`src/cbb_defines.svh`:
```
// Offsets, flag positions, reset values and cycle counts of the
// branch and bit-operation unit.
// Assumes inclusion by bare name from the module.
`ifndef CBB_DEFINES_SVH
`define CBB_DEFINES_SVH

// Word offsets on the bus (byte addresses)
`define CBB_OFF_CMD   12'h000
`define CBB_OFF_STATUS_FLAGS_REGISTER  12'h004
`define CBB_OFF_PC    12'h008
`define CBB_OFF_STAT  12'h00C
// Windows, selected by address bits 11:8
`define CBB_WIN_REGS  4'h0
`define CBB_WIN_RF    4'h1
`define CBB_WIN_IO    4'h2

// Status flag bit positions
`define CBB_F_C 3'h0
`define CBB_F_Z 3'h1
`define CBB_F_N 3'h2
`define CBB_F_V 3'h3
`define CBB_F_S 3'h4
`define CBB_F_H 3'h5
`define CBB_F_T 3'h6
`define CBB_F_I 3'h7

// Status word bit positions
`define CBB_STAT_BUSY  0
`define CBB_STAT_TAKEN 1

// Reset values
`define CBB_STATUS_FLAGS_REGISTER_RST 8'h00
`define CBB_DATA_RST 8'h00

// Execution cycles: short ops and taken branches / I/O bit set
`define CBB_CYC_SHORT 1
`define CBB_CYC_LONG  2

`endif

```
`src/cbb_pkg.sv`:
```
// Types shared by the branch and bit-operation unit.
package cbb_pkg;

  // Operation codes, numbered in the listed order from zero
  typedef enum logic [5:0] {
    branch_flag_set_indexed, branch_flag_clear_indexed,
    branch_on_equal, branch_on_unequal,
    branch_carry_one, branch_carry_zero,
    branch_same_or_higher, branch_lower,
    branch_negative, branch_positive,
    branch_signed_ge, branch_signed_lt,
    branch_halfcarry_one, branch_halfcarry_zero,
    branch_transfer_one, branch_transfer_zero,
    branch_overflow_one, branch_overflow_zero,
    branch_irq_enabled, branch_irq_disabled,
    io_bit_set,
    shift_left_logical, shift_right_logical,
    rotate_left_carry, rotate_right_carry, shift_right_arith,
    bit_to_transfer_flag, transfer_flag_to_bit,
    carry_force_one, carry_force_zero,
    negative_force_one, negative_force_zero,
    zero_flag_force_one, zero_flag_force_zero,
    irq_global_on, irq_global_off,
    sign_force_one
  } cbb_op_t;

  // Command word as written by software
  typedef struct packed {
    logic [10:0] rsvd;
    cbb_op_t     op;   // Operation
    logic [2:0]  sel;  // Flag index s or bit index b
    logic [4:0]  idx;  // Register Rd/Rr or I/O location P
    logic [6:0]  k;    // Signed branch offset
  } cbb_cmd_t;

  typedef enum logic [1:0] {
    ST_IDLE,
    ST_EXEC,
    ST_HOLD
  } cbb_state_t;

endpackage

```
`src/cbb_exec_unit.sv`:
```
// Execution unit for conditional branches and bit operations,
// with status flags, program counter, register file and I/O space.
// Assumes a classic Wishbone master on clk_sys, same clock domain.
`timescale 1ns/100ps
`include "cbb_defines.svh"

module cbb_exec_unit #(
  parameter int PC_W = 16,
  parameter int RF_N = 32,
  parameter int IO_N = 32
) (
  input  wire logic              clk_sys,
  input  wire logic              rstn,
  input  wire logic              wb_cyc_i,
  input  wire logic              wb_stb_i,
  input  wire logic              wb_we_i,
  input  wire logic [11:0]       wb_adr_i,
  input  wire logic [31:0]       wb_dat_i,
  input  wire logic [3:0]        wb_sel_i,
  output logic      [31:0]       wb_dat_o,
  output logic                   wb_ack_o,
  output logic      [PC_W-1:0]   pc_o,
  output logic      [7:0]        status_flags_register_o,
  output logic                   busy_o
);

  // Refuse sizes the index fields cannot serve
  if (PC_W < 8 || PC_W > 16 || RF_N < 1 || RF_N > 32 ||
      IO_N < 1 || IO_N > 32) begin : g_chk
    $error("cbb_exec_unit: unsupported parameter values");
  end

  logic                   ack_ff;
  logic [31:0]            dat_ff;
  logic [7:0]             status_flags_register_ff;
  logic [PC_W-1:0]        pc_ff;
  logic [7:0]             rf_ff [RF_N];
  logic [7:0]             io_ff [IO_N];
  cbb_pkg::cbb_cmd_t      cmd_ff;
  cbb_pkg::cbb_state_t    st_ff;
  cbb_pkg::cbb_state_t    nxt_st;
  logic                   busy_ff;
  logic                   taken_ff;

  logic                   req;
  logic                   wr_go;
  logic                   sw_ok;
  logic [3:0]             win;
  logic [4:0]             widx;
  logic                   exec;

  // Execution results
  logic                   taken;
  logic                   long_op;
  logic [2:0]             fidx;
  logic                   want;
  logic [7:0]             opnd;
  logic [7:0]             res;
  logic                   c_out;
  logic                   shift_op;
  logic [7:0]             nxt_status_flags_register;
  logic                   wr_rf;
  logic                   wr_io;
  logic [PC_W-1:0]        koff;

  assign wb_dat_o = dat_ff;
  assign wb_ack_o = ack_ff;
  assign pc_o     = pc_ff;
  assign status_flags_register_o   = status_flags_register_ff;
  assign busy_o   = busy_ff;

  // Bus decode; a write lands on the edge that sees ack high
  assign req   = wb_cyc_i & wb_stb_i;
  assign wr_go = req & wb_we_i & ack_ff;
  assign sw_ok = wr_go & (st_ff == cbb_pkg::ST_IDLE);
  assign win   = wb_adr_i[11:8];
  assign widx  = wb_adr_i[6:2];
  assign exec  = (st_ff == cbb_pkg::ST_EXEC);

  // Ack one cycle after the request, dropped the cycle after
  always_ff @(posedge clk_sys) begin
    if (!rstn) begin
      ack_ff <= 1'b0;
    end else begin
      ack_ff <= req & ~ack_ff;
    end
  end

  // Read data captured with the ack; unmapped reads give zero
  always_ff @(posedge clk_sys) begin
    if (!rstn) begin
      dat_ff <= 32'h0000_0000;
    end else if (req & ~ack_ff) begin
      dat_ff <= 32'h0000_0000;
      if (win == `CBB_WIN_RF && 32'(widx) < RF_N) begin
        dat_ff[7:0] <= rf_ff[widx];
      end else if (win == `CBB_WIN_IO && 32'(widx) < IO_N) begin
        dat_ff[7:0] <= io_ff[widx];
      end else if (win == `CBB_WIN_REGS) begin
        unique case (wb_adr_i)
          `CBB_OFF_CMD:  dat_ff <= cmd_ff;
          `CBB_OFF_STATUS_FLAGS_REGISTER: dat_ff[7:0] <= status_flags_register_ff;
          `CBB_OFF_PC:   dat_ff[PC_W-1:0] <= pc_ff;
          `CBB_OFF_STAT: begin
            dat_ff[`CBB_STAT_BUSY]  <= busy_ff;
            dat_ff[`CBB_STAT_TAKEN] <= taken_ff;
          end
          default: dat_ff <= 32'h0000_0000;
        endcase
      end
    end
  end

  // Branch condition: flag index and the level that takes it;
  // odd codes test the cleared sense, except the lower pair
  always_comb begin
    fidx = `CBB_F_C;
    want = ~cmd_ff.op[0];
    unique case (cmd_ff.op)
      cbb_pkg::branch_flag_set_indexed,
      cbb_pkg::branch_flag_clear_indexed: fidx = cmd_ff.sel;
      cbb_pkg::branch_on_equal,
      cbb_pkg::branch_on_unequal: fidx = `CBB_F_Z;
      cbb_pkg::branch_carry_one,
      cbb_pkg::branch_carry_zero: fidx = `CBB_F_C;
      cbb_pkg::branch_same_or_higher,
      cbb_pkg::branch_lower: begin
        fidx = `CBB_F_C;
        want = cmd_ff.op[0];
      end
      cbb_pkg::branch_negative,
      cbb_pkg::branch_positive: fidx = `CBB_F_N;
      cbb_pkg::branch_halfcarry_one,
      cbb_pkg::branch_halfcarry_zero: fidx = `CBB_F_H;
      cbb_pkg::branch_transfer_one,
      cbb_pkg::branch_transfer_zero: fidx = `CBB_F_T;
      cbb_pkg::branch_overflow_one,
      cbb_pkg::branch_overflow_zero: fidx = `CBB_F_V;
      cbb_pkg::branch_irq_enabled,
      cbb_pkg::branch_irq_disabled: fidx = `CBB_F_I;
      default: fidx = `CBB_F_C;
    endcase
  end

  // Taken decision; the signed pair tests N xor V
  always_comb begin
    if (cmd_ff.op == cbb_pkg::branch_signed_ge) begin
      taken = ~(status_flags_register_ff[`CBB_F_N] ^ status_flags_register_ff[`CBB_F_V]);
    end else if (cmd_ff.op == cbb_pkg::branch_signed_lt) begin
      taken = status_flags_register_ff[`CBB_F_N] ^ status_flags_register_ff[`CBB_F_V];
    end else if (cmd_ff.op <= cbb_pkg::branch_irq_disabled) begin
      taken = (status_flags_register_ff[fidx] == want);
    end else begin
      taken = 1'b0;
    end
  end

  // Shifts, rotates, bit load and flag forcing
  always_comb begin
    opnd     = (32'(cmd_ff.idx) < RF_N) ? rf_ff[cmd_ff.idx] : 8'h00;
    res      = opnd;
    c_out    = status_flags_register_ff[`CBB_F_C];
    shift_op = 1'b1;
    wr_rf    = 1'b0;
    wr_io    = 1'b0;
    nxt_status_flags_register = status_flags_register_ff;
    unique case (cmd_ff.op)
      cbb_pkg::shift_left_logical: begin
        res   = {opnd[6:0], 1'b0};
        c_out = opnd[7];
      end
      cbb_pkg::shift_right_logical: begin
        res   = {1'b0, opnd[7:1]};
        c_out = opnd[0];
      end
      cbb_pkg::rotate_left_carry: begin
        res   = {opnd[6:0], status_flags_register_ff[`CBB_F_C]};
        c_out = opnd[7];
      end
      cbb_pkg::rotate_right_carry: begin
        res   = {status_flags_register_ff[`CBB_F_C], opnd[7:1]};
        c_out = opnd[0];
      end
      cbb_pkg::shift_right_arith: begin
        res   = {opnd[7], opnd[7:1]};
        c_out = opnd[0];
      end
      default: shift_op = 1'b0;
    endcase
    if (shift_op) begin
      wr_rf                 = 1'b1;
      nxt_status_flags_register[`CBB_F_Z]    = (res == 8'h00);
      nxt_status_flags_register[`CBB_F_C]    = c_out;
      nxt_status_flags_register[`CBB_F_N]    = res[7];
      nxt_status_flags_register[`CBB_F_V]    = res[7] ^ c_out;
    end
    unique case (cmd_ff.op)
      cbb_pkg::io_bit_set: wr_io = 1'b1;
      cbb_pkg::bit_to_transfer_flag:
        nxt_status_flags_register[`CBB_F_T] = opnd[cmd_ff.sel];
      cbb_pkg::transfer_flag_to_bit: begin
        res[cmd_ff.sel] = status_flags_register_ff[`CBB_F_T];
        wr_rf           = 1'b1;
      end
      cbb_pkg::carry_force_one:      nxt_status_flags_register[`CBB_F_C] = 1'b1;
      cbb_pkg::carry_force_zero:     nxt_status_flags_register[`CBB_F_C] = 1'b0;
      cbb_pkg::negative_force_one:   nxt_status_flags_register[`CBB_F_N] = 1'b1;
      cbb_pkg::negative_force_zero:  nxt_status_flags_register[`CBB_F_N] = 1'b0;
      cbb_pkg::zero_flag_force_one:  nxt_status_flags_register[`CBB_F_Z] = 1'b1;
      cbb_pkg::zero_flag_force_zero: nxt_status_flags_register[`CBB_F_Z] = 1'b0;
      cbb_pkg::irq_global_on:        nxt_status_flags_register[`CBB_F_I] = 1'b1;
      cbb_pkg::irq_global_off:       nxt_status_flags_register[`CBB_F_I] = 1'b0;
      cbb_pkg::sign_force_one:       nxt_status_flags_register[`CBB_F_S] = 1'b1;
      default: ;
    endcase
  end

  // Second cycle for taken branches and the I/O bit set
  assign long_op = taken | wr_io;
  // Sign-extended offset
  assign koff = {{(PC_W-7){cmd_ff.k[6]}}, cmd_ff.k};

  // Sequencer: idle, one execute cycle, optional hold cycle
  always_comb begin
    nxt_st = st_ff;
    unique case (st_ff)
      cbb_pkg::ST_IDLE:
        if (sw_ok && wb_adr_i == `CBB_OFF_CMD && &wb_sel_i[2:0]) begin
          nxt_st = cbb_pkg::ST_EXEC;
        end
      cbb_pkg::ST_EXEC:
        nxt_st = long_op ? cbb_pkg::ST_HOLD : cbb_pkg::ST_IDLE;
      cbb_pkg::ST_HOLD: nxt_st = cbb_pkg::ST_IDLE;
      default:          nxt_st = cbb_pkg::ST_IDLE;
    endcase
  end

  // State, busy flag and the captured command
  always_ff @(posedge clk_sys) begin
    if (!rstn) begin
      st_ff   <= cbb_pkg::ST_IDLE;
      busy_ff <= 1'b0;
      cmd_ff  <= '0;
    end else begin
      st_ff   <= nxt_st;
      busy_ff <= (nxt_st != cbb_pkg::ST_IDLE);
      if (st_ff == cbb_pkg::ST_IDLE && nxt_st == cbb_pkg::ST_EXEC) begin
        cmd_ff <= cbb_pkg::cbb_cmd_t'(wb_dat_i);
      end
    end
  end

  // Outcome of the last executed command, zero for non-branches, shown in the status word
  always_ff @(posedge clk_sys) begin
    if (!rstn) begin
      taken_ff <= 1'b0;
    end else if (exec) begin
      taken_ff <= taken;
    end
  end

  // Status flags: execution, else a software write when idle
  always_ff @(posedge clk_sys) begin
    if (!rstn) begin
      status_flags_register_ff <= `CBB_STATUS_FLAGS_REGISTER_RST;
    end else if (exec) begin
      status_flags_register_ff <= nxt_status_flags_register;
    end else if (sw_ok && wb_adr_i == `CBB_OFF_STATUS_FLAGS_REGISTER && wb_sel_i[0]) begin
      status_flags_register_ff <= wb_dat_i[7:0];
    end
  end

  // Program counter: next word, or next word plus offset if taken
  always_ff @(posedge clk_sys) begin
    if (!rstn) begin
      pc_ff <= '0;
    end else if (exec) begin
      pc_ff <= taken ? PC_W'(pc_ff + koff + 1'b1)
                     : PC_W'(pc_ff + 1'b1);
    end else if (sw_ok && wb_adr_i == `CBB_OFF_PC) begin
      if (wb_sel_i[0]) begin
        pc_ff[7:0] <= wb_dat_i[7:0];
      end
      if (wb_sel_i[1]) begin
        pc_ff[PC_W-1:8] <= wb_dat_i[PC_W-1:8];
      end
    end
  end

  // Register file and I/O space, one RF entry per step below RF_N, one I/O entry per step below IO_N
  for (genvar gi = 0; gi < 32; gi++) begin : g_ent
    if (gi < RF_N) begin : g_rf
      always_ff @(posedge clk_sys) begin
        if (!rstn) begin
          rf_ff[gi] <= `CBB_DATA_RST;
        end else if (exec) begin
          if (wr_rf && cmd_ff.idx == 5'(gi)) begin
            rf_ff[gi] <= res;
          end
        end else if (sw_ok && win == `CBB_WIN_RF &&
                     widx == 5'(gi) && wb_sel_i[0]) begin
          rf_ff[gi] <= wb_dat_i[7:0];
        end
      end
    end
    if (gi < IO_N) begin : g_io
      always_ff @(posedge clk_sys) begin
        if (!rstn) begin
          io_ff[gi] <= `CBB_DATA_RST;
        end else if (exec) begin
          if (wr_io && cmd_ff.idx == 5'(gi)) begin
            io_ff[gi][cmd_ff.sel] <= 1'b1;
          end
        end else if (sw_ok && win == `CBB_WIN_IO &&
                     widx == 5'(gi) && wb_sel_i[0]) begin
          io_ff[gi] <= wb_dat_i[7:0];
        end
      end
    end
  end

endmodule

```
`config.mk`:
```
export PLATFORM = sky130hd
export DESIGN_NAME = cbb_exec_unit
export DESIGN_NICKNAME = d
export VERILOG_FILES = /design/src/cbb_pkg.sv /design/src/cbb_exec_unit.sv
export VERILOG_INCLUDE_DIRS = /design/src
export SDC_FILE = /design/constraint.sdc
export NUM_CORES = 2
export LEC_CHECK = 0
export BUFFER_PORTS_ARGS = -buffer_cell sky130_fd_sc_hd__buf_4
export CORE_AREA = 2 2 229 288
export DETAILED_ROUTE_END_ITERATION = 8
export DIE_AREA = 0 0 231 290
export GPL_TIMING_DRIVEN = 0
export MAX_ROUTING_LAYER = met4
export PLACE_DENSITY = 0.73
export SKIP_CTS_REPAIR_TIMING = 1
export SYNTH_ARGS = -nofsm -noshare
export SYNTH_HDL_FRONTEND = slang
export SYNTH_SLANG_ARGS = --single-unit
```
`constraint.sdc`:
```
create_clock -name clk_sys -period 5 [get_ports clk_sys]
set_input_delay 0.5 -clock clk_sys [delete_from_list [all_inputs] [get_ports clk_sys]]
set_output_delay 0.5 -clock clk_sys [all_outputs]
set_load 0.05 [all_outputs]
```
# == After elaboration in Yosys (flattened, before gate mapping) ==
# Memories as Yosys holds them, arrays and structs flattened. A register that Yosys moved wholly into a read port is not among the register bits.
# Cells that the tools add are included.
# totals
memories,2
mem_bits_rw,512
reg_bits,93
# classes
magnitude_cmp,4
eq_ne,111
addsub,3
mux,1136
bitwise,588
reduce_logical,235
# mem_list
name,depth,width,rd,rd_clocked_by_memory_dff,wr,line_no,rtl
io_ff,32,8,1,0,32,cbb_exec_unit.sv:38,logic [7:0] io_ff [IO_N];
rf_ff,32,8,2,1,32,cbb_exec_unit.sv:37,logic [7:0] rf_ff [RF_N];
# op_table
cell,n
$mux W1,1006
$mux W8,103
$or A1 B1 Y1,577
$logic_and A1 B1 Y1,201
$eq A5 B5 Y1 const B,32
$eq A6 B5 Y1 const B,16
$eq A5 B4 Y1 const B,16
$mux W16,4
$eq A6 B4 Y1 const B,8
$mux W24,2
$eq A5 B3 Y1 const B,8
$pmux W8 S5,1
$add A16 B1 Y16 const B,2
$mux W32,1
$eq A6 B6 Y1 const B,5
$eq A12 B4 Y1 const B,2
$pmux W3 S7,1
$eq A5 B2 Y1 const B,4
$reduce_and A2 Y1,10
$pmux W6 S3,1
$reduce_or A2 Y1,9
$add A16 B16 Y16,1
$pmux W8 S2,1
$eq A12 B3 Y1 const B,1
other kinds (36),65

# == Longest topological paths before layout ==
# logic_depth
word_depth,16
ltp_mapped,12
depth_no_buf,12

# == Least setup slack after synthesis ==
# Ideal clock, no wire load.
# synth_timing
kind,input -> register
startpoint,input wb_adr_i[2]
endpoint,"register dat_ff[2], in the netlist wb_dat_o[2]"
slack_ns,2.000
arrival_time_ns,2.873
stages,8
path_cell_list,clkbuf_1 -> clkbuf_1 -> buf_2 -> mux4_2 -> mux4_2 -> mux2_2 -> a21oi_1 -> a31oi_1
# synth_between
elab_chain_len,5
elab_cells_between_ends,9
cone_classes,eq/ne (2); mux (4); reduce/logical (1); memory (2)
# synth_lines
element,line_no,rtl
"start, declared",cbb_exec_unit.sv:17,"input wire logic [11:0] wb_adr_i,"
"$eq A12 B4 Y1, or another cell as far along",cbb_exec_unit.sv:100,unique case (wb_adr_i)
$pmux W6 S3,cbb_exec_unit.sv:100,
$mux W32,cbb_exec_unit.sv:99,end else if (win == `CBB_WIN_REGS) begin
$mux W8,cbb_exec_unit.sv:97,end else if (win == `CBB_WIN_IO && 32'(widx) < IO_N) begin
$mux W8 (*),cbb_exec_unit.sv:95,if (win == `CBB_WIN_RF && 32'(widx) < RF_N) begin
"end signal, assigned",cbb_exec_unit.sv:96,dat_ff[7:0] <= rf_ff[widx];
"end signal, assigned",cbb_exec_unit.sv:98,dat_ff[7:0] <= io_ff[widx];
"end signal, assigned",cbb_exec_unit.sv:101,`CBB_OFF_CMD: dat_ff <= cmd_ff;
"end, declared",cbb_exec_unit.sv:34,logic [31:0] dat_ff;
# Mark *: on every way between the ends. The rest lies on a longest branch, timed or not.
# A chain may end at the register's enable or synchronous reset.

==> impl_results.md <==
* Initial antenna violation count at 13
* Minimum clock period at 4.908 ns
* Comb pwr share at 8.9%
* Post-DP HPWL at 115.6 mm
* Initial Utilization at 55.83%
* Flops & latches, synth at 610
* Critical Path RT at 5.36 ns
* Critical path class: input pin to flip-flop
* Chip width at 231 um
* Mapped Nets at 3302
* LEAKAGE at 12.95 nW
* Clock latency on the worst-skew pair at 0.67 ns
* Cell Area, Synth at 35740 sq um
* Clock-pin slew of the registers on the worst-case setup and hold paths at 0.06 ns
* Drt pass-1 iters at 9
* DIE AREA at 66990 sq um
* Clock Power Share at 41.5%
* Post-DP Area at 37590 sq um
* Element type at the critical path end: flip-flop
* Routed wire length at 157.3 mm
* Sequential share of the synthesized area at 48.50%
* Worst slew margin at 3.006%
* Final Util at 61.90%
* Pin count of the biggest net entering global routing at 16
* FILL cells at 5238
* Power, Total at 11.56 mW
* Cells after Synth at 3232
* Fin. Hold Viols at 0
* NumNets Final at 3469
* Commonest cells after routing, fill and taps aside: o21ai_0 (554), edfxtp_1 (512), nand2_1 (457), a22o_1 (261), clkbuf_1 (227)
* Total GRT Usage at 48.04%
* Layout overhead on the synthesized area at 10.87%
* EDFF count, synth at 512
* Worst-case clock buffer depth at 3
* Worst setup margin at 0.09203 ns
* # port buffers at 104
* First-pass GRT wire length at 221.6 mm
* CTS tree: yes
* Final worst path period share at 98.16%
* Pre-CTS WS at 0.1138 ns
* P_sw at 2.889 mW
* Commonest non-fill, non-tap cell in the layout: o21ai_0
* Total grt overflow at 0
* Final Max Slew Viols at 0
* Max capacitance violation total at 0
* Power density over the cells at 291.6 nW/um^2
* Final Cell Area at 39630 sq um
* Synth top area cells: edfxtp_1 (43%), mux4_2 (13%), o21ai_0 (7.8%)
* Wire per inst at 36.49 um
* Slew @ Worst Pin at 1.451 ns
* FFs w/ async S/R, synth at 0%
* Status: finished, final reports clean
* Vias in the first global route at 31670
* IR drop worst, VDD at 0.3095 mV
* Synth Flop Type: edfxtp_1
* Dominant cell type by area after synthesis: edfxtp_1
* Die H at 290 um
* Setup crit start kind: input pin
* Via count at 32530
* Gpl congestion at 1.164
* Setup_tns at 0 ns
* Synthesized area per cell at 11.06 sq um
* Initial DRC Count at 5645
* Internal at 8.668 mW
* Maximum clock frequency at 203.8 MHz
* CTS sink count at 610
* WP data arrival at 5.27 ns
* Worst hold path type: input pin to flip-flop
* Layout Skew at 0.02677 ns
* I/O pin cnt at 111
* Worst Path Max Fanout at 10
* Post-route DRC at 0
* Synth cell types at 82
* Inserted Clock Buffers at 60
* Sequential power share at 49.6%
* Share of layout cells above drive strength 1 at 15.34%
* CTS root buffer: clkbuf_16
* Net Sw Frac at 25.00%
* Final count of negative-setup-slack endpoints at 0
* H-tree lvl count at 2
* Core ar. at 64020 sq um
* ANT nets after route at 0
* RSZ-0062 raised after global routing: false
* Synth top area share at 43.01%
* Core Rows at 104
* Routed vias/inst at 7.550
* Yosys warning count at 0
worst paths after layout:
kind | from | to | slack, ns | cells past startpoint
setup reg to reg | flip-flop | rf_ff[13][3] | 0.56 | 12
setup / recovery | wb_adr_i[3] | io_ff[14][1] | 0.09 | 9
hold reg to reg | cmd_ff[29] | cmd_ff[29] | 0.47 | 2
hold / removal | wb_dat_i[24] | cmd_ff[24] | 0.11 | 3
worst max-delay path, stage by stage:
cell,delay [ns]
clkbuf_1,0.41
buf_2,0.54
buf_2,0.53
clkbuf_1,0.59
nor2b_1,0.33
nand3_1,0.65
nor2_1,1.09
nor2b_1,0.37
o21ai_0,0.21
area by class of cell:
cell class	instances	area (sq um)	share of cell area, %
Tap cell	848	1061	2.677
Timing Repair Buffer	105	795.8	2.008
Clock buffer	74	1575	3.975
Buffer	310	1314	3.315
Antenna cell	13	32.53	0.08209
Multi-Input combinational cell	2294	17040	43.00
Sequential cell	610	17340	43.75
Clock inverter	37	406.6	1.026
Inverter	18	67.56	0.1705
synthesized netlist by cell type, types with 15 or more instances:
cell type / instances
xnor2_1: 15
mux2i_1: 61
a31oi_1: 15
a21boi_0: 55
and2_1: 16
nand2_1: 457
a21oi_1: 50
edfxtp_1: 512
o21ai_0: 554
nor3_1: 35
nor2_1: 147
mux2_2: 20
inv_1: 17
dfxtp_1: 98
a22oi_1: 24
buf_2: 53
nor2b_1: 55
ha_1: 16
buf_1: 22
o221ai_1: 34
nand3_1: 71
a22o_1: 261
mux4_2: 212
clkbuf_1: 221
flip-flops by register name, indices dropped and copies added (netlist names), named ones only:
| signal | cells |
|---|---|
| taken_ff | 1 |
| busy_o | 1 |
| wb_dat_o | 32 |
| rf_ff | 256 |
| cmd_ff | 32 |
| io_ff | 256 |
| pc_o | 16 |
| st_ff | 2 |
| wb_ack_o | 1 |
| status_flags_register_o | 8 |
routing by layer:
| metal | part of all wire, % | track usage [%] | wire length (um) | vias up |
|---|---|---|---|---|
| li1 | - | - | - | 12890 |
| met1 | 31 | 52.39 | 48170 | 15750 |
| met2 | 45 | 71.25 | 70570 | 2955 |
| met3 | 14 | 16.63 | 21980 | 936 |
| met4 | 11 | 38.22 | 16530 | 0 |
| met5 | 0 | - | 0 | - |
cells by family after synthesis:
family | Yosys count | share of synthesized area, %
adder cells (fa/ha/maj) | 17 | 0.6161
XOR/XNOR | 29 | 0.7106
multiplexers | 293 | 15.70
AND/OR/NAND/NOR | 876 | 10.96
AO/OA/AOI/OAI | 1079 | 19.67
flip-flops | 610 | 48.50
buffers and inverters | 328 | 3.840
stage by stage:
stage | std cells | hold slack (ns)
final | 4309 | 0.1070
after global routing | 4309 | 0.1171
after CTS | 4295 | 0.1120
after detailed placement | 4184 | 0.4566
after global placement | 4184 | 0.4545
after floorplan | 3232 | 0.4306
power groups by stage:
| stage | logic, mW | registers [mW] | clock network, mW |
|---|---|---|---|
| final | 1.03 | 5.74 | 4.79 |
| after global routing | 1.02 | 5.74 | 4.91 |
| after CTS | 0.960 | 5.73 | 4.71 |
| after detailed placement | 0.958 | 5.84 | 0 |
| after global placement | 0.939 | 5.83 | 0 |
| after floorplan | 0.542 | 5.79 | 0 |
Note: power is estimated with default switching activity, not from simulation.
